--- config.mk ---
export PLATFORM = sky130hd
export DESIGN_NAME = pcf_field_bank
export DESIGN_NICKNAME = d
export VERILOG_FILES = /design/src/pcf_pkg.sv /design/src/pcf_sync2.sv /design/src/pcf_bw_decode.sv /design/src/pcf_field_bank.sv
export VERILOG_INCLUDE_DIRS = /design/src
export SDC_FILE = /design/constraint.sdc
export NUM_CORES = 1
export LEC_CHECK = 0
export ABC_CLOCK_PERIOD_IN_PS = 9400
export BUFFER_PORTS_ARGS = -buffer_cell sky130_fd_sc_hd__buf_4
export CAP_MARGIN = 0
export CORE_AREA = 2 2 196 198
export CTS_BUF_LIST = sky130_fd_sc_hd__clkbuf_4 sky130_fd_sc_hd__clkbuf_8
export CTS_CLUSTER_SIZE = 25
export DETAILED_ROUTE_END_ITERATION = 8
export DIE_AREA = 0 0 198 200
export SLEW_MARGIN = 20
export SYNTH_ARGS = -nofsm -noshare
export SYNTH_HDL_FRONTEND = slang
export SYNTH_SLANG_ARGS = --single-unit
--- constraint.sdc ---
create_clock -name clk_sys -period 9.4 [get_ports clk_sys]
set_input_delay 1.41 -clock clk_sys [delete_from_list [all_inputs] [get_ports clk_sys]]
set_output_delay 1.41 -clock clk_sys [all_outputs]
set_load 0.05 [all_outputs]
--- src/pcf_consts.svh ---
`ifndef PCF_CONSTS_SVH
`define PCF_CONSTS_SVH

// ****************************************************************
// register indices (byte address is four times the index)
// ****************************************************************
`define PCF_NUM_CFG 5'h17
`define PCF_IDX_FRAC_HI 5'h00
`define PCF_IDX_FRAC_MID 5'h02
`define PCF_IDX_FRAC_INT 5'h04
`define PCF_IDX_INT_PRE 5'h06
`define PCF_IDX_PRE_MID 5'h08
`define PCF_IDX_PRE_M1 5'h0A
`define PCF_IDX_M1_MID 5'h0C
`define PCF_IDX_M1_N 5'h0E
`define PCF_IDX_N_BW 5'h10
`define PCF_IDX_BW_TYPE 5'h12
`define PCF_IDX_MODE_OE 5'h14
`define PCF_IDX_ADC_WIN 5'h15
`define PCF_IDX_DOUBLER 5'h16
`define PCF_IDX_STATUS 5'h17
`define PCF_IDX_IRQ_STAT 5'h18
`define PCF_IDX_IRQ_MASK 5'h19
`define PCF_IDX_BLK_PTR 5'h1A
`define PCF_IDX_BLK_DATA 5'h1B

// ****************************************************************
// writable masks, fixed pattern bits and reset values
// ****************************************************************
`define PCF_WMASK_FULL 8'hFF
`define PCF_WMASK_BW_TYPE 8'hFD
`define PCF_WMASK_MODE_OE 8'hC4
`define PCF_WMASK_ADC_WIN 8'h0F
`define PCF_WMASK_DOUBLER 8'h08
`define PCF_FIXED_MODE_OE 8'h10
`define PCF_FIXED_ADC_WIN 8'h60
`define PCF_FIXED_DOUBLER 8'hA1
`define PCF_RST_ADC_WIN 8'h68

// ****************************************************************
// field positions
// ****************************************************************
`define PCF_BIT_OUT_TYPE 0
`define PCF_BIT_OE 2
`define PCF_BIT_DOUBLER 3
`define PCF_BIT_HOLDOVER 6
`define PCF_BIT_CLKBAD 4
`define PCF_BIT_REFBAD 3
`define PCF_BIT_LOCK 2
`define PCF_IRQ_W 4
`define PCF_IRQ_CLKBAD 0
`define PCF_IRQ_REFBAD 1
`define PCF_IRQ_UNLOCK 2
`define PCF_IRQ_HOLDOVER 3

// ****************************************************************
// timing and rate constants
// ****************************************************************
`define PCF_CLK_MHZ 10'h019
`define PCF_LOCK_WIN_BASE_US 10'h002
`define PCF_ADC_DIV_BASE 5'h10

`endif

--- src/pcf_pkg.sv ---
package pcf_pkg;

    typedef enum logic [1:0] {
        PCF_MODE_LOW_BW = 2'b00,
        PCF_MODE_SYNTH = 2'b01,
        PCF_MODE_HIGH_BW = 2'b10
    } pcf_mode_e;

    typedef struct packed {
        logic [16:0] ref_predivider;
        logic [16:0] lower_loop_fb_div;
        logic [7:0] upper_fb_int;
        logic [17:0] upper_fb_frac;
        logic [10:0] output_divider;
    } pcf_dividers_s;

    typedef struct packed {
        logic [1:0] upper_loop_filter;
        logic modulator_order;
        logic modulator_enable;
        logic [1:0] upper_charge_pump;
        logic low_current_option;
        logic [3:0] adc_gain;
        logic [1:0] lower_charge_pump;
    } pcf_bw_fields_s;

    typedef struct packed {
        logic holdover_flag;
        logic input_clock_bad;
        logic reference_bad;
        logic pll_locked;
    } pcf_status_s;

    typedef struct packed {
        pcf_mode_e pll_mode_select;
        logic output_standard_sel;
        logic output_enable_bit;
        logic reference_doubler;
        logic [4:0] adc_ref_div;
        logic [9:0] lock_window_cycles;
    } pcf_control_s;

endpackage

--- src/pcf_sync2.sv ---
`timescale 1ns/1ps
module pcf_sync2 #(
    parameter int WIDTH = 4
) (
    // clock and reset
    input wire logic clk_sys,
    input wire logic reset,
    // asynchronous in, synchronised out
    input wire logic [WIDTH-1:0] d,
    output logic [WIDTH-1:0] q
);
    logic [WIDTH-1:0] stage1;

    // first stage feeds only the second stage
    always_ff @(posedge clk_sys or posedge reset)
    begin
        if (reset)
        begin
            stage1 <= '0;
            q <= '0;
        end
        else
        begin
            stage1 <= d;
            q <= stage1;
        end
    end
endmodule

--- src/pcf_bw_decode.sv ---
`timescale 1ns/1ps
module pcf_bw_decode
    import pcf_pkg::*;
(
    // packed setting field and active mode
    input wire logic [6:0] internal_setting_field,
    input wire pcf_mode_e mode,
    // per-mode meaning of the field
    output pcf_bw_fields_s fields
);
    always_comb
    begin
        fields = '0;
        fields.low_current_option = internal_setting_field[0];
        if (mode == PCF_MODE_LOW_BW)
        begin
            // upper loop filter and pump fall back to 00 here
            fields.adc_gain = internal_setting_field[6:3];
            fields.lower_charge_pump = internal_setting_field[2:1];
        end
        else
        begin
            fields.upper_loop_filter = internal_setting_field[6:5];
            fields.modulator_order = internal_setting_field[4];
            fields.modulator_enable = internal_setting_field[3];
            fields.upper_charge_pump = internal_setting_field[2:1];
        end
    end
endmodule

--- src/pcf_field_bank.sv ---
`timescale 1ns/1ps
`include "pcf_consts.svh"
module pcf_field_bank
    import pcf_pkg::*;
(
    // clock and reset
    input wire logic clk_sys,
    input wire logic reset,
    // apb slave
    input wire logic psel,
    input wire logic penable,
    input wire logic pwrite,
    input wire logic [7:0] paddr,
    input wire logic [31:0] pwdata,
    output logic [31:0] prdata,
    output logic pready,
    output logic pslverr,
    // status pins from the analog loop
    input wire pcf_status_s status_in,
    // configuration towards the loop
    output pcf_dividers_s dividers,
    output pcf_bw_fields_s bw_fields,
    output pcf_control_s control,
    // loop and system side
    output logic osc_freeze,
    output logic lock_pin,
    output logic irq
);

    // ****************************************************************
    // storage and bus decode
    // ****************************************************************
    logic [7:0] cfg [0:22];
    logic [7:0] view [0:23];
    logic [`PCF_IRQ_W-1:0] irq_status;
    logic [`PCF_IRQ_W-1:0] irq_mask;
    logic [`PCF_IRQ_W-1:0] irq_event;
    logic [4:0] blk_ptr;
    pcf_status_s status_sync;
    pcf_status_s status_prev;
    logic [7:0] status_byte;
    logic [7:0] next_rdata;
    logic [4:0] idx;
    logic [4:0] wr_idx;
    logic addr_ok;
    logic setup;
    logic wr_done;
    logic acc_done;
    logic [6:0] bw_raw;
    pcf_mode_e mode;

    assign idx = paddr[6:2];
    assign addr_ok = (paddr[1:0] == 2'h0) && !paddr[7] && (idx <= `PCF_IDX_BLK_DATA);
    assign setup = psel && !penable;
    // zero wait states: every access phase completes at its first edge
    assign pready = 1'b1;
    assign acc_done = psel && penable && addr_ok;
    assign wr_done = acc_done && pwrite;
    assign wr_idx = (idx == `PCF_IDX_BLK_DATA) ? blk_ptr : idx;

    function automatic logic [7:0] wmask(input logic [4:0] i);
        case (i)
            `PCF_IDX_BW_TYPE: wmask = `PCF_WMASK_BW_TYPE;
            `PCF_IDX_MODE_OE: wmask = `PCF_WMASK_MODE_OE;
            `PCF_IDX_ADC_WIN: wmask = `PCF_WMASK_ADC_WIN;
            `PCF_IDX_DOUBLER: wmask = `PCF_WMASK_DOUBLER;
            default: wmask = i[0] ? 8'h00 : `PCF_WMASK_FULL;
        endcase
    endfunction

    function automatic logic [7:0] reset_value(input logic [4:0] i);
        case (i)
            `PCF_IDX_MODE_OE: reset_value = `PCF_FIXED_MODE_OE;
            `PCF_IDX_ADC_WIN: reset_value = `PCF_RST_ADC_WIN;
            `PCF_IDX_DOUBLER: reset_value = `PCF_FIXED_DOUBLER;
            default: reset_value = 8'h00;
        endcase
    endfunction

    // ****************************************************************
    // configuration bytes
    // ****************************************************************
    // masked write keeps reserved and fixed-pattern bits; stray ones written
    // by a careless host never reach the loop
    always_ff @(posedge clk_sys or posedge reset)
    begin
        if (reset)
        begin
            for (int i = 0; i < 23; i++)
            begin
                cfg[i] <= reset_value(5'(i));
            end
        end
        else if (wr_done && (wr_idx < `PCF_NUM_CFG))
        begin
            cfg[wr_idx] <= (pwdata[7:0] & wmask(wr_idx)) | (cfg[wr_idx] & ~wmask(wr_idx));
        end
    end

    // ****************************************************************
    // block transfer pointer
    // ****************************************************************
    always_ff @(posedge clk_sys or posedge reset)
    begin
        if (reset)
        begin
            blk_ptr <= 5'h00;
        end
        else if (acc_done && (idx == `PCF_IDX_BLK_DATA))
        begin
            // ascending walk; wraps after the status byte
            blk_ptr <= (blk_ptr == `PCF_IDX_STATUS) ? 5'h00 : blk_ptr + 5'h01;
        end
        else if (wr_done && (idx == `PCF_IDX_BLK_PTR) && (pwdata[4:0] <= `PCF_IDX_STATUS))
        begin
            blk_ptr <= pwdata[4:0];
        end
    end

    // ****************************************************************
    // status pins
    // ****************************************************************
    pcf_sync2 #(
        .WIDTH(4)
    ) u_status_sync (
        .clk_sys(clk_sys),
        .reset(reset),
        .d(status_in),
        .q(status_sync)
    );

    // flags follow the pins, so they clear themselves once a source is good
    always_comb
    begin
        status_byte = 8'h00;
        status_byte[`PCF_BIT_HOLDOVER] = status_sync.holdover_flag;
        status_byte[`PCF_BIT_CLKBAD] = status_sync.input_clock_bad;
        status_byte[`PCF_BIT_REFBAD] = status_sync.reference_bad;
        status_byte[`PCF_BIT_LOCK] = status_sync.pll_locked;
    end

    assign lock_pin = status_sync.pll_locked;
    assign osc_freeze = status_sync.holdover_flag;

    // ****************************************************************
    // interrupts
    // ****************************************************************
    always_ff @(posedge clk_sys or posedge reset)
    begin
        if (reset)
        begin
            status_prev <= '0;
        end
        else
        begin
            status_prev <= status_sync;
        end
    end

    always_comb
    begin
        irq_event = '0;
        irq_event[`PCF_IRQ_CLKBAD] = status_sync.input_clock_bad && !status_prev.input_clock_bad;
        irq_event[`PCF_IRQ_REFBAD] = status_sync.reference_bad && !status_prev.reference_bad;
        irq_event[`PCF_IRQ_UNLOCK] = !status_sync.pll_locked && status_prev.pll_locked;
        irq_event[`PCF_IRQ_HOLDOVER] = status_sync.holdover_flag && !status_prev.holdover_flag;
    end

    // write one to clear; a new event in the same cycle wins
    always_ff @(posedge clk_sys or posedge reset)
    begin
        if (reset)
        begin
            irq_status <= '0;
        end
        else if (wr_done && (idx == `PCF_IDX_IRQ_STAT))
        begin
            irq_status <= (irq_status & ~pwdata[`PCF_IRQ_W-1:0]) | irq_event;
        end
        else
        begin
            irq_status <= irq_status | irq_event;
        end
    end

    always_ff @(posedge clk_sys or posedge reset)
    begin
        if (reset)
        begin
            irq_mask <= '0;
        end
        else if (wr_done && (idx == `PCF_IDX_IRQ_MASK))
        begin
            irq_mask <= pwdata[`PCF_IRQ_W-1:0];
        end
    end

    assign irq = |(irq_status & irq_mask);

    // ****************************************************************
    // read path
    // ****************************************************************
    always_comb
    begin
        for (int i = 0; i < 23; i++)
        begin
            view[i] = cfg[i];
        end
        view[23] = status_byte;
    end

    always_comb
    begin
        next_rdata = 8'h00;
        case (idx)
            `PCF_IDX_IRQ_STAT: next_rdata = {4'h0, irq_status};
            `PCF_IDX_IRQ_MASK: next_rdata = {4'h0, irq_mask};
            `PCF_IDX_BLK_PTR: next_rdata = {3'h0, blk_ptr};
            `PCF_IDX_BLK_DATA: next_rdata = view[blk_ptr];
            default: next_rdata = (idx <= `PCF_IDX_STATUS) ? view[idx] : 8'h00;
        endcase
    end

    // read data is sampled in the setup cycle so it comes from a flop
    always_ff @(posedge clk_sys or posedge reset)
    begin
        if (reset)
        begin
            prdata <= 32'h0000_0000;
            pslverr <= 1'b0;
        end
        else if (setup)
        begin
            prdata <= addr_ok ? {24'h00_0000, next_rdata} : 32'h0000_0000;
            pslverr <= !addr_ok;
        end
    end

    // ****************************************************************
    // field assembly and decode
    // ****************************************************************
    assign dividers.upper_fb_frac = {cfg[0], cfg[2], cfg[4][7:6]};
    assign dividers.upper_fb_int = {cfg[4][5:0], cfg[6][7:6]};
    assign dividers.ref_predivider = {cfg[6][5:0], cfg[8], cfg[10][7:5]};
    assign dividers.lower_loop_fb_div = {cfg[10][4:0], cfg[12], cfg[14][7:4]};
    assign dividers.output_divider = {cfg[14][3:0], cfg[16][7:1]};
    assign bw_raw = {cfg[16][0], cfg[18][7:2]};

    always_comb
    begin
        case (cfg[20][7:6])
            2'h0: mode = PCF_MODE_LOW_BW;
            2'h1: mode = PCF_MODE_SYNTH;
            default: mode = PCF_MODE_HIGH_BW;
        endcase
    end

    pcf_bw_decode u_bw_decode (
        .internal_setting_field(bw_raw),
        .mode(mode),
        .fields(bw_fields)
    );

    assign control.pll_mode_select = mode;
    assign control.output_standard_sel = cfg[18][`PCF_BIT_OUT_TYPE];
    assign control.output_enable_bit = cfg[20][`PCF_BIT_OE];
    assign control.reference_doubler = cfg[22][`PCF_BIT_DOUBLER];
    // divider against the undoubled reference; unused outside low bandwidth
    assign control.adc_ref_div = (mode == PCF_MODE_LOW_BW) ?
        (`PCF_ADC_DIV_BASE >> cfg[21][3:2]) : 5'h00;
    assign control.lock_window_cycles =
        (`PCF_LOCK_WIN_BASE_US << cfg[21][1:0]) * `PCF_CLK_MHZ;
endmodule

**Yosys cells after proc, flatten, opt, wreduce, memory -nomap -nowiden**

Cells that the tools add are included.

- Bitwise gates (word level): 12
- Reduce and logical (&&, ||, !) cells: 29
- Multipliers: 1
- $lt $le $gt $ge: 8
- Divide/modulo/power cells: 0
- Equal/unequal tests: 10
- Add/sub/neg operators: 1
- Shifts and indexed selects: 2
- Mux-type cells: 27

Operators with widths:

| operator | count |
|---|---|
| $bwmux 184 | 1 |
| $bmux 8 s5 | 3 |
| $mux 8 | 11 |
| $pmux 8 s4 | 2 |
| $eq 5x5->1 const B | 9 |
| $demux 8 s5 | 1 |
| $mux 5 | 5 |
| $ge 6x6->1 const B | 3 |
| $not 5->6 | 3 |
| $logic_and 1x1->1 | 17 |
| $and 8x8->8 | 2 |
| $le 5x5->1 const B | 3 |
| $mux 6 | 2 |
| $mul 10x5->10 const B | 1 |
| $shl 2x2->10 const A | 1 |
| $and 4x4->4 | 2 |
| $not 8->8 | 1 |
| $or 4x4->4 | 2 |
| $or 8x8->8 | 1 |
| $logic_not 1->1 | 7 |
| $logic_not 2->1 | 3 |
| $lt 6x1->1 const B | 1 |
| $add 5x1->5 const B | 1 |
| $lt 5x5->1 const B | 1 |
| other kinds (7) | 7 |

- Memories: 0
- Bits in read-only memories: 0
- Memory bits (writable): 0
- Bits in registers: 242
- Output and inout bits: 141
- Input port bits: 49
- Bits in latches: 0

**Longest topological paths before layout**

- Depth after elaboration: 11
- Gate-level depth with buffers: 9

**By module**

A second synthesis with hierarchy kept.

- Cell total of the unflattened synthesis: 1036
- Area, all modules: 12350.6 um^2

By module, submodules not included:

| module | area each (um^2) | instances | cells each |
|---|---|---|---|
| pcf_field_bank | 11996.5 | 1 | 1012 |
| pcf_sync2 | 203.9 | 1 | 9 |
| pcf_bw_decode | 150.1 | 1 | 15 |

**Least setup slack after synthesis**

No wires, ideal clock.

- Path kind: register -> output
- Start: reg cfg[8] (netlist name)
- End: out control[7] (netlist name)
- Buffers on the path: 0
- Slack: 5.235 ns
- Data required time: 7.990 ns
- Cell stages (with the launch flop): 7
- Data arrival time: 2.755 ns
- Cells stage by stage: dfrtp_1 -> inv_1 -> ha_1 -> ha_1 -> ha_1 -> ha_1 -> xnor2_1

RTL lines:

| element | RTL line | text |
|---|---|---|
| from (decl) | pcf_field_bank.sv:33 | `logic [7:0] cfg [0:22];` |
| from (signal, indexed assignment) | pcf_field_bank.sv:91 | `cfg[i] <= reset_value(5'(i));` |
| from (signal, indexed assignment) | pcf_field_bank.sv:96 | `cfg[wr_idx] <= (pwdata[7:0] & wmask(wr_idx)) \| (cfg[wr_idx] & ~wmask(wr_idx));` |
| to (decl) | pcf_field_bank.sv:23 | `output pcf_control_s control,` |

==> metrics.txt <==
# TYPE chip_impl_metric gauge
chip_impl_info{name="rsz_0062_raised_after_global_routing",value="false"} 1
chip_impl_metric{name="clk-insertion-delay-late",unit="ps"} 560
chip_impl_metric{name="pin_count",unit=""} 190
chip_impl_metric{name="grt_util_all_layers",unit="%"} 18.1
chip_impl_metric{name="setup_viol_count_final",unit=""} 0
chip_impl_metric{name="port_buffers",unit=""} 138
chip_impl_metric{name="post_cts.resized_instances",unit=""} 0
chip_impl_metric{name="antenna_cells_inserted",unit=""} 0
chip_impl_metric{name="firstDrtPassIters",unit=""} 5
chip_impl_metric{name="core-area",unit="um^2"} 37400
chip_impl_metric{name="cellPowerDensity",unit="nW/um^2"} 159
chip_impl_metric{name="finalHoldViolCount",unit=""} 0
chip_impl_metric{name="finalWeightedCongestion",unit=""} 0.860
chip_impl_metric{name="fin_hold_ws",unit="ps"} 352
chip_impl_metric{name="cts_buffer_depth",unit=""} 3
chip_impl_metric{name="critical_path.max_fanout",unit=""} 6
chip_impl_metric{name="die_area",unit="um^2"} 39600
chip_impl_metric{name="detailed_route_via_count",unit=""} 7596
chip_impl_metric{name="grt_start_max_net_pins",unit=""} 141
chip_impl_metric{name="die_h",unit="um"} 200
chip_impl_info{name="crit_path_end_kind",value="primary output"} 1
chip_impl_metric{name="final_cell_area",unit="um^2"} 13500
chip_impl_metric{name="drt_drc_violations_left",unit=""} 0
chip_impl_metric{name="routed_wirelength",unit="um"} 35200
chip_impl_metric{name="required",unit="ps"} 7990
chip_impl_metric{name="drtAntennaViolNets",unit=""} 0
chip_impl_metric{name="fin_worst_skew",unit="ps"} 32.6
chip_impl_metric{name="fin_util",unit="%"} 36.1
chip_impl_metric{name="grt_pass1_wl",unit="um"} 52400
chip_impl_metric{name="ys_ff_latch",unit=""} 218
chip_impl_metric{name="fmax",unit="MHz"} 240
chip_impl_metric{name="wl_per_cell",unit="um"} 23.7
chip_impl_metric{name="max_cap_viol_count",unit=""} 0
chip_impl_metric{name="cts.sink_count",unit=""} 218
chip_impl_metric{name="post_cts_hold_buffer_count",unit=""} 0
chip_impl_metric{name="worst_pin_slew",unit="ps"} 1130
chip_impl_metric{name="first_global_vias",unit=""} 7842
chip_impl_info{name="holdCritPathClass",value="reg2reg"} 1
chip_impl_metric{name="clk_transition_reported_paths",unit="ps"} 60
chip_impl_metric{name="routed_via_density",unit=""} 5.12
chip_impl_info{name="synth_top_flop_cell",value="sky130_fd_sc_hd__dfrtp_1"} 1
chip_impl_metric{name="slew-limit-headroom",unit="%"} 24.0
chip_impl_metric{name="placedInstanceArea",unit="um^2"} 12600
chip_impl_info{name="worstSetupStartpointType",value="register"} 1
chip_impl_metric{name="drive_above_1_share",unit="%"} 44.8
chip_impl_metric{name="drv_slew",unit=""} 0
chip_impl_metric{name="fin_tns_setup",unit="ps"} 0
chip_impl_metric{name="synthArstFlopShare",unit="%"} 100
chip_impl_metric{name="max-vdd-ir-drop",unit="V"} 0.0000674
chip_impl_metric{name="floorplan.initialDensity",unit="%"} 32.6
chip_impl_metric{name="crit_arrival",unit="ps"} 2760
chip_impl_metric{name="power.static_leakage",unit="nW"} 6.19
chip_impl_metric{name="detailedPlacementHpwl",unit="um"} 23900
chip_impl_info{name="worstSetupPathType",value="reg2out"} 1
chip_impl_metric{name="ys_types",unit=""} 68
chip_impl_metric{name="yosysSeqAreaShare",unit="%"} 44.9
chip_impl_info{name="cts_root_buffer",value="sky130_fd_sc_hd__clkbuf_8"} 1
chip_impl_metric{name="ys.warnings.count",unit=""} 0
chip_impl_metric{name="rows",unit=""} 71
chip_impl_metric{name="cts_htree_levels",unit=""} 2
chip_impl_metric{name="overflow",unit=""} 0
chip_impl_metric{name="syn-instance-count",unit=""} 982
chip_impl_metric{name="synth_edf_count",unit=""} 0
chip_impl_metric{name="cts.repair_timing.setup_buffer_count",unit=""} 0
chip_impl_metric{name="die_width",unit="um"} 198
chip_impl_metric{name="post_synth.cell_area_avg",unit="um^2"} 12.4
chip_impl_metric{name="antenna_found_initial",unit=""} 1
chip_impl_metric{name="cts_made_buffers",unit=""} 39
chip_impl_metric{name="layout.nets",unit=""} 1003
chip_impl_metric{name="fin_crit_sh",unit="%"} 44.4
chip_impl_info{name="outcome",value="finished clean"} 1
chip_impl_metric{name="synthToLayoutAreaGrowth",unit="%"} 10.9
chip_impl_metric{name="drt_first_iter_violations",unit=""} 655
chip_impl_info{name="tritoncts_clock_tree",value="built"} 1
chip_impl_metric{name="post-route-min-period",unit="ps"} 4170
chip_impl_metric{name="synth_area",unit="um^2"} 12200
## placed cells by master (no fill, tap or decap), types with 4 or more instances in the layout
cell type	Yosys	routed
sky130_fd_sc_hd__a211oi_1	9	9
sky130_fd_sc_hd__mux2_4	8	8
sky130_fd_sc_hd__nor2_1	24	24
sky130_fd_sc_hd__buf_4	108	146
sky130_fd_sc_hd__nand2_1	46	46
sky130_fd_sc_hd__a21oi_1	13	13
sky130_fd_sc_hd__nor2b_1	12	12
sky130_fd_sc_hd__ha_1	11	11
sky130_fd_sc_hd__nor3_1	6	6
sky130_fd_sc_hd__mux2i_1	27	27
sky130_fd_sc_hd__conb_1	2	27
sky130_fd_sc_hd__and2_1	12	12
sky130_fd_sc_hd__or2_2	4	4
sky130_fd_sc_hd__a22oi_1	9	9
sky130_fd_sc_hd__a21o_1	4	4
sky130_fd_sc_hd__clkbuf_4	0	20
sky130_fd_sc_hd__dfrtp_1	211	209
sky130_fd_sc_hd__nand2b_1	11	11
sky130_fd_sc_hd__mux4_2	91	91
sky130_fd_sc_hd__dfstp_2	7	7
sky130_fd_sc_hd__or3_1	4	4
sky130_fd_sc_hd__nand3_1	11	11
sky130_fd_sc_hd__o22ai_1	6	6
sky130_fd_sc_hd__o21ai_0	21	21
sky130_fd_sc_hd__a22o_1	6	6
sky130_fd_sc_hd__mux2_2	88	88
sky130_fd_sc_hd__and3_1	5	5
sky130_fd_sc_hd__clkbuf_8	0	48
sky130_fd_sc_hd__inv_1	15	14
## through the flow
stage / cells / setup WS [ps] / total power, mW
global placement: 1412 / 4940 / 1.22
detailed placement: 1412 / 4950 / 1.22
floorplan: 1007 / 2040 / 1.17
CTS: 1484 / 5200 / 2.17
global route: 1485 / 5090 / 2.23
finish: 1485 / 5230 / 2.15
## routing by layer
layer	vias up	wire length, um	global-route usage [%]
met2	359	15800	27.0
met3	66	3350	5.63
li1	3310	-	-
met5	-	0	0
met4	0	1270	7.80
met1	3861	14800	24.3
## where the power goes
group          internal (mW)  switching (mW)
Clock                  0.542           0.410
Combinational         0.0700           0.162
Sequential             0.952          0.0177
Total                   1.56           0.590
## kinds of logic after synthesis
| family | synth area share, % |
|---|---|
| simple gates | 7.83 |
| fa+ha+maj | 1.13 |
| buf+inv | 11.9 |
| xor+xnor | 0.216 |
| mux | 28.2 |
| other cells | 0.0616 |
| flops | 44.9 |
| compound gates | 5.89 |
## Yosys cell counts, drive strengths merged, types with 8 or more instances
cell / count / area share (%)
dfrtp: 211 / 43
buf: 131 / 7.6
clkbuf: 122 / 3.8
mux2: 96 / 9.1
mux4: 91 / 17
nand2: 47 / 1.5
mux2i: 27 / 2.2
nor2: 25 / 0.79
o21ai: 23 / 1.1
inv: 15 / 0.46
a21oi: 14 / 0.67
and2: 12 / 0.62
nor2b: 12 / 0.62
ha: 11 / 1.1
nand2b: 11 / 0.56
nand3: 11 / 0.45
a211oi: 9 / 0.55
a22oi: 9 / 0.55
nor3: 8 / 0.41
## sequential cells by signal (all words and copies together) (netlist names)
register and cells:
dividers 71, blk_ptr 5, u_status_sync.stage1 4, u_status_sync.q 4
control 3, irq_status 4, status_prev 4, bw_raw 7
cfg 103, prdata 8, irq_mask 4, pslverr 1
## worst max-delay path, cell delays in order, from the launching register on
cell and delay (ps):
sky130_fd_sc_hd__dfrtp_1 510, sky130_fd_sc_hd__inv_1 140, sky130_fd_sc_hd__ha_1 250, sky130_fd_sc_hd__ha_1 300, sky130_fd_sc_hd__ha_1 310, sky130_fd_sc_hd__ha_1 190
sky130_fd_sc_hd__nand2b_1 130, sky130_fd_sc_hd__nand2_1 80, sky130_fd_sc_hd__xnor2_1 110, sky130_fd_sc_hd__buf_4 210
## worst paths after layout
check | startpoint | end | slack, ps | cells after the start
min reg2reg | u_status_sync.stage1[0]$_DFF_PP0_ | u_status_sync.q[0]$_DFF_PP0_ | 350 | 0
max reg2reg | blk_ptr[0]$_DFFE_PP0P_ | prdata[4]$_DFFE_PP0P_ | 6010 | 6
min in group asynchronous | reset | cfg[159]$_DFFE_PP0P_ | 840 | 2
max in group asynchronous | reset | blk_ptr[1]$_DFFE_PP0P_ | 7450 | 3
max | cfg[8]$_DFFE_PP0P_ | control[9] | 5230 | 9
min | u_status_sync.stage1[0]$_DFF_PP0_ | u_status_sync.q[0]$_DFF_PP0_ | 350 | 0
## area by class of cell
class	count	area (um^2)
fill	3603	23900
clock buffer	68	811
sequential	218	5470
tap	511	639
inverter	15	63.8
multi-input combinational	521	5370
clock inverter	4	26.3
timing repair buffer	148	1130
No activity file was read; power rests on OpenSTA's default activity.
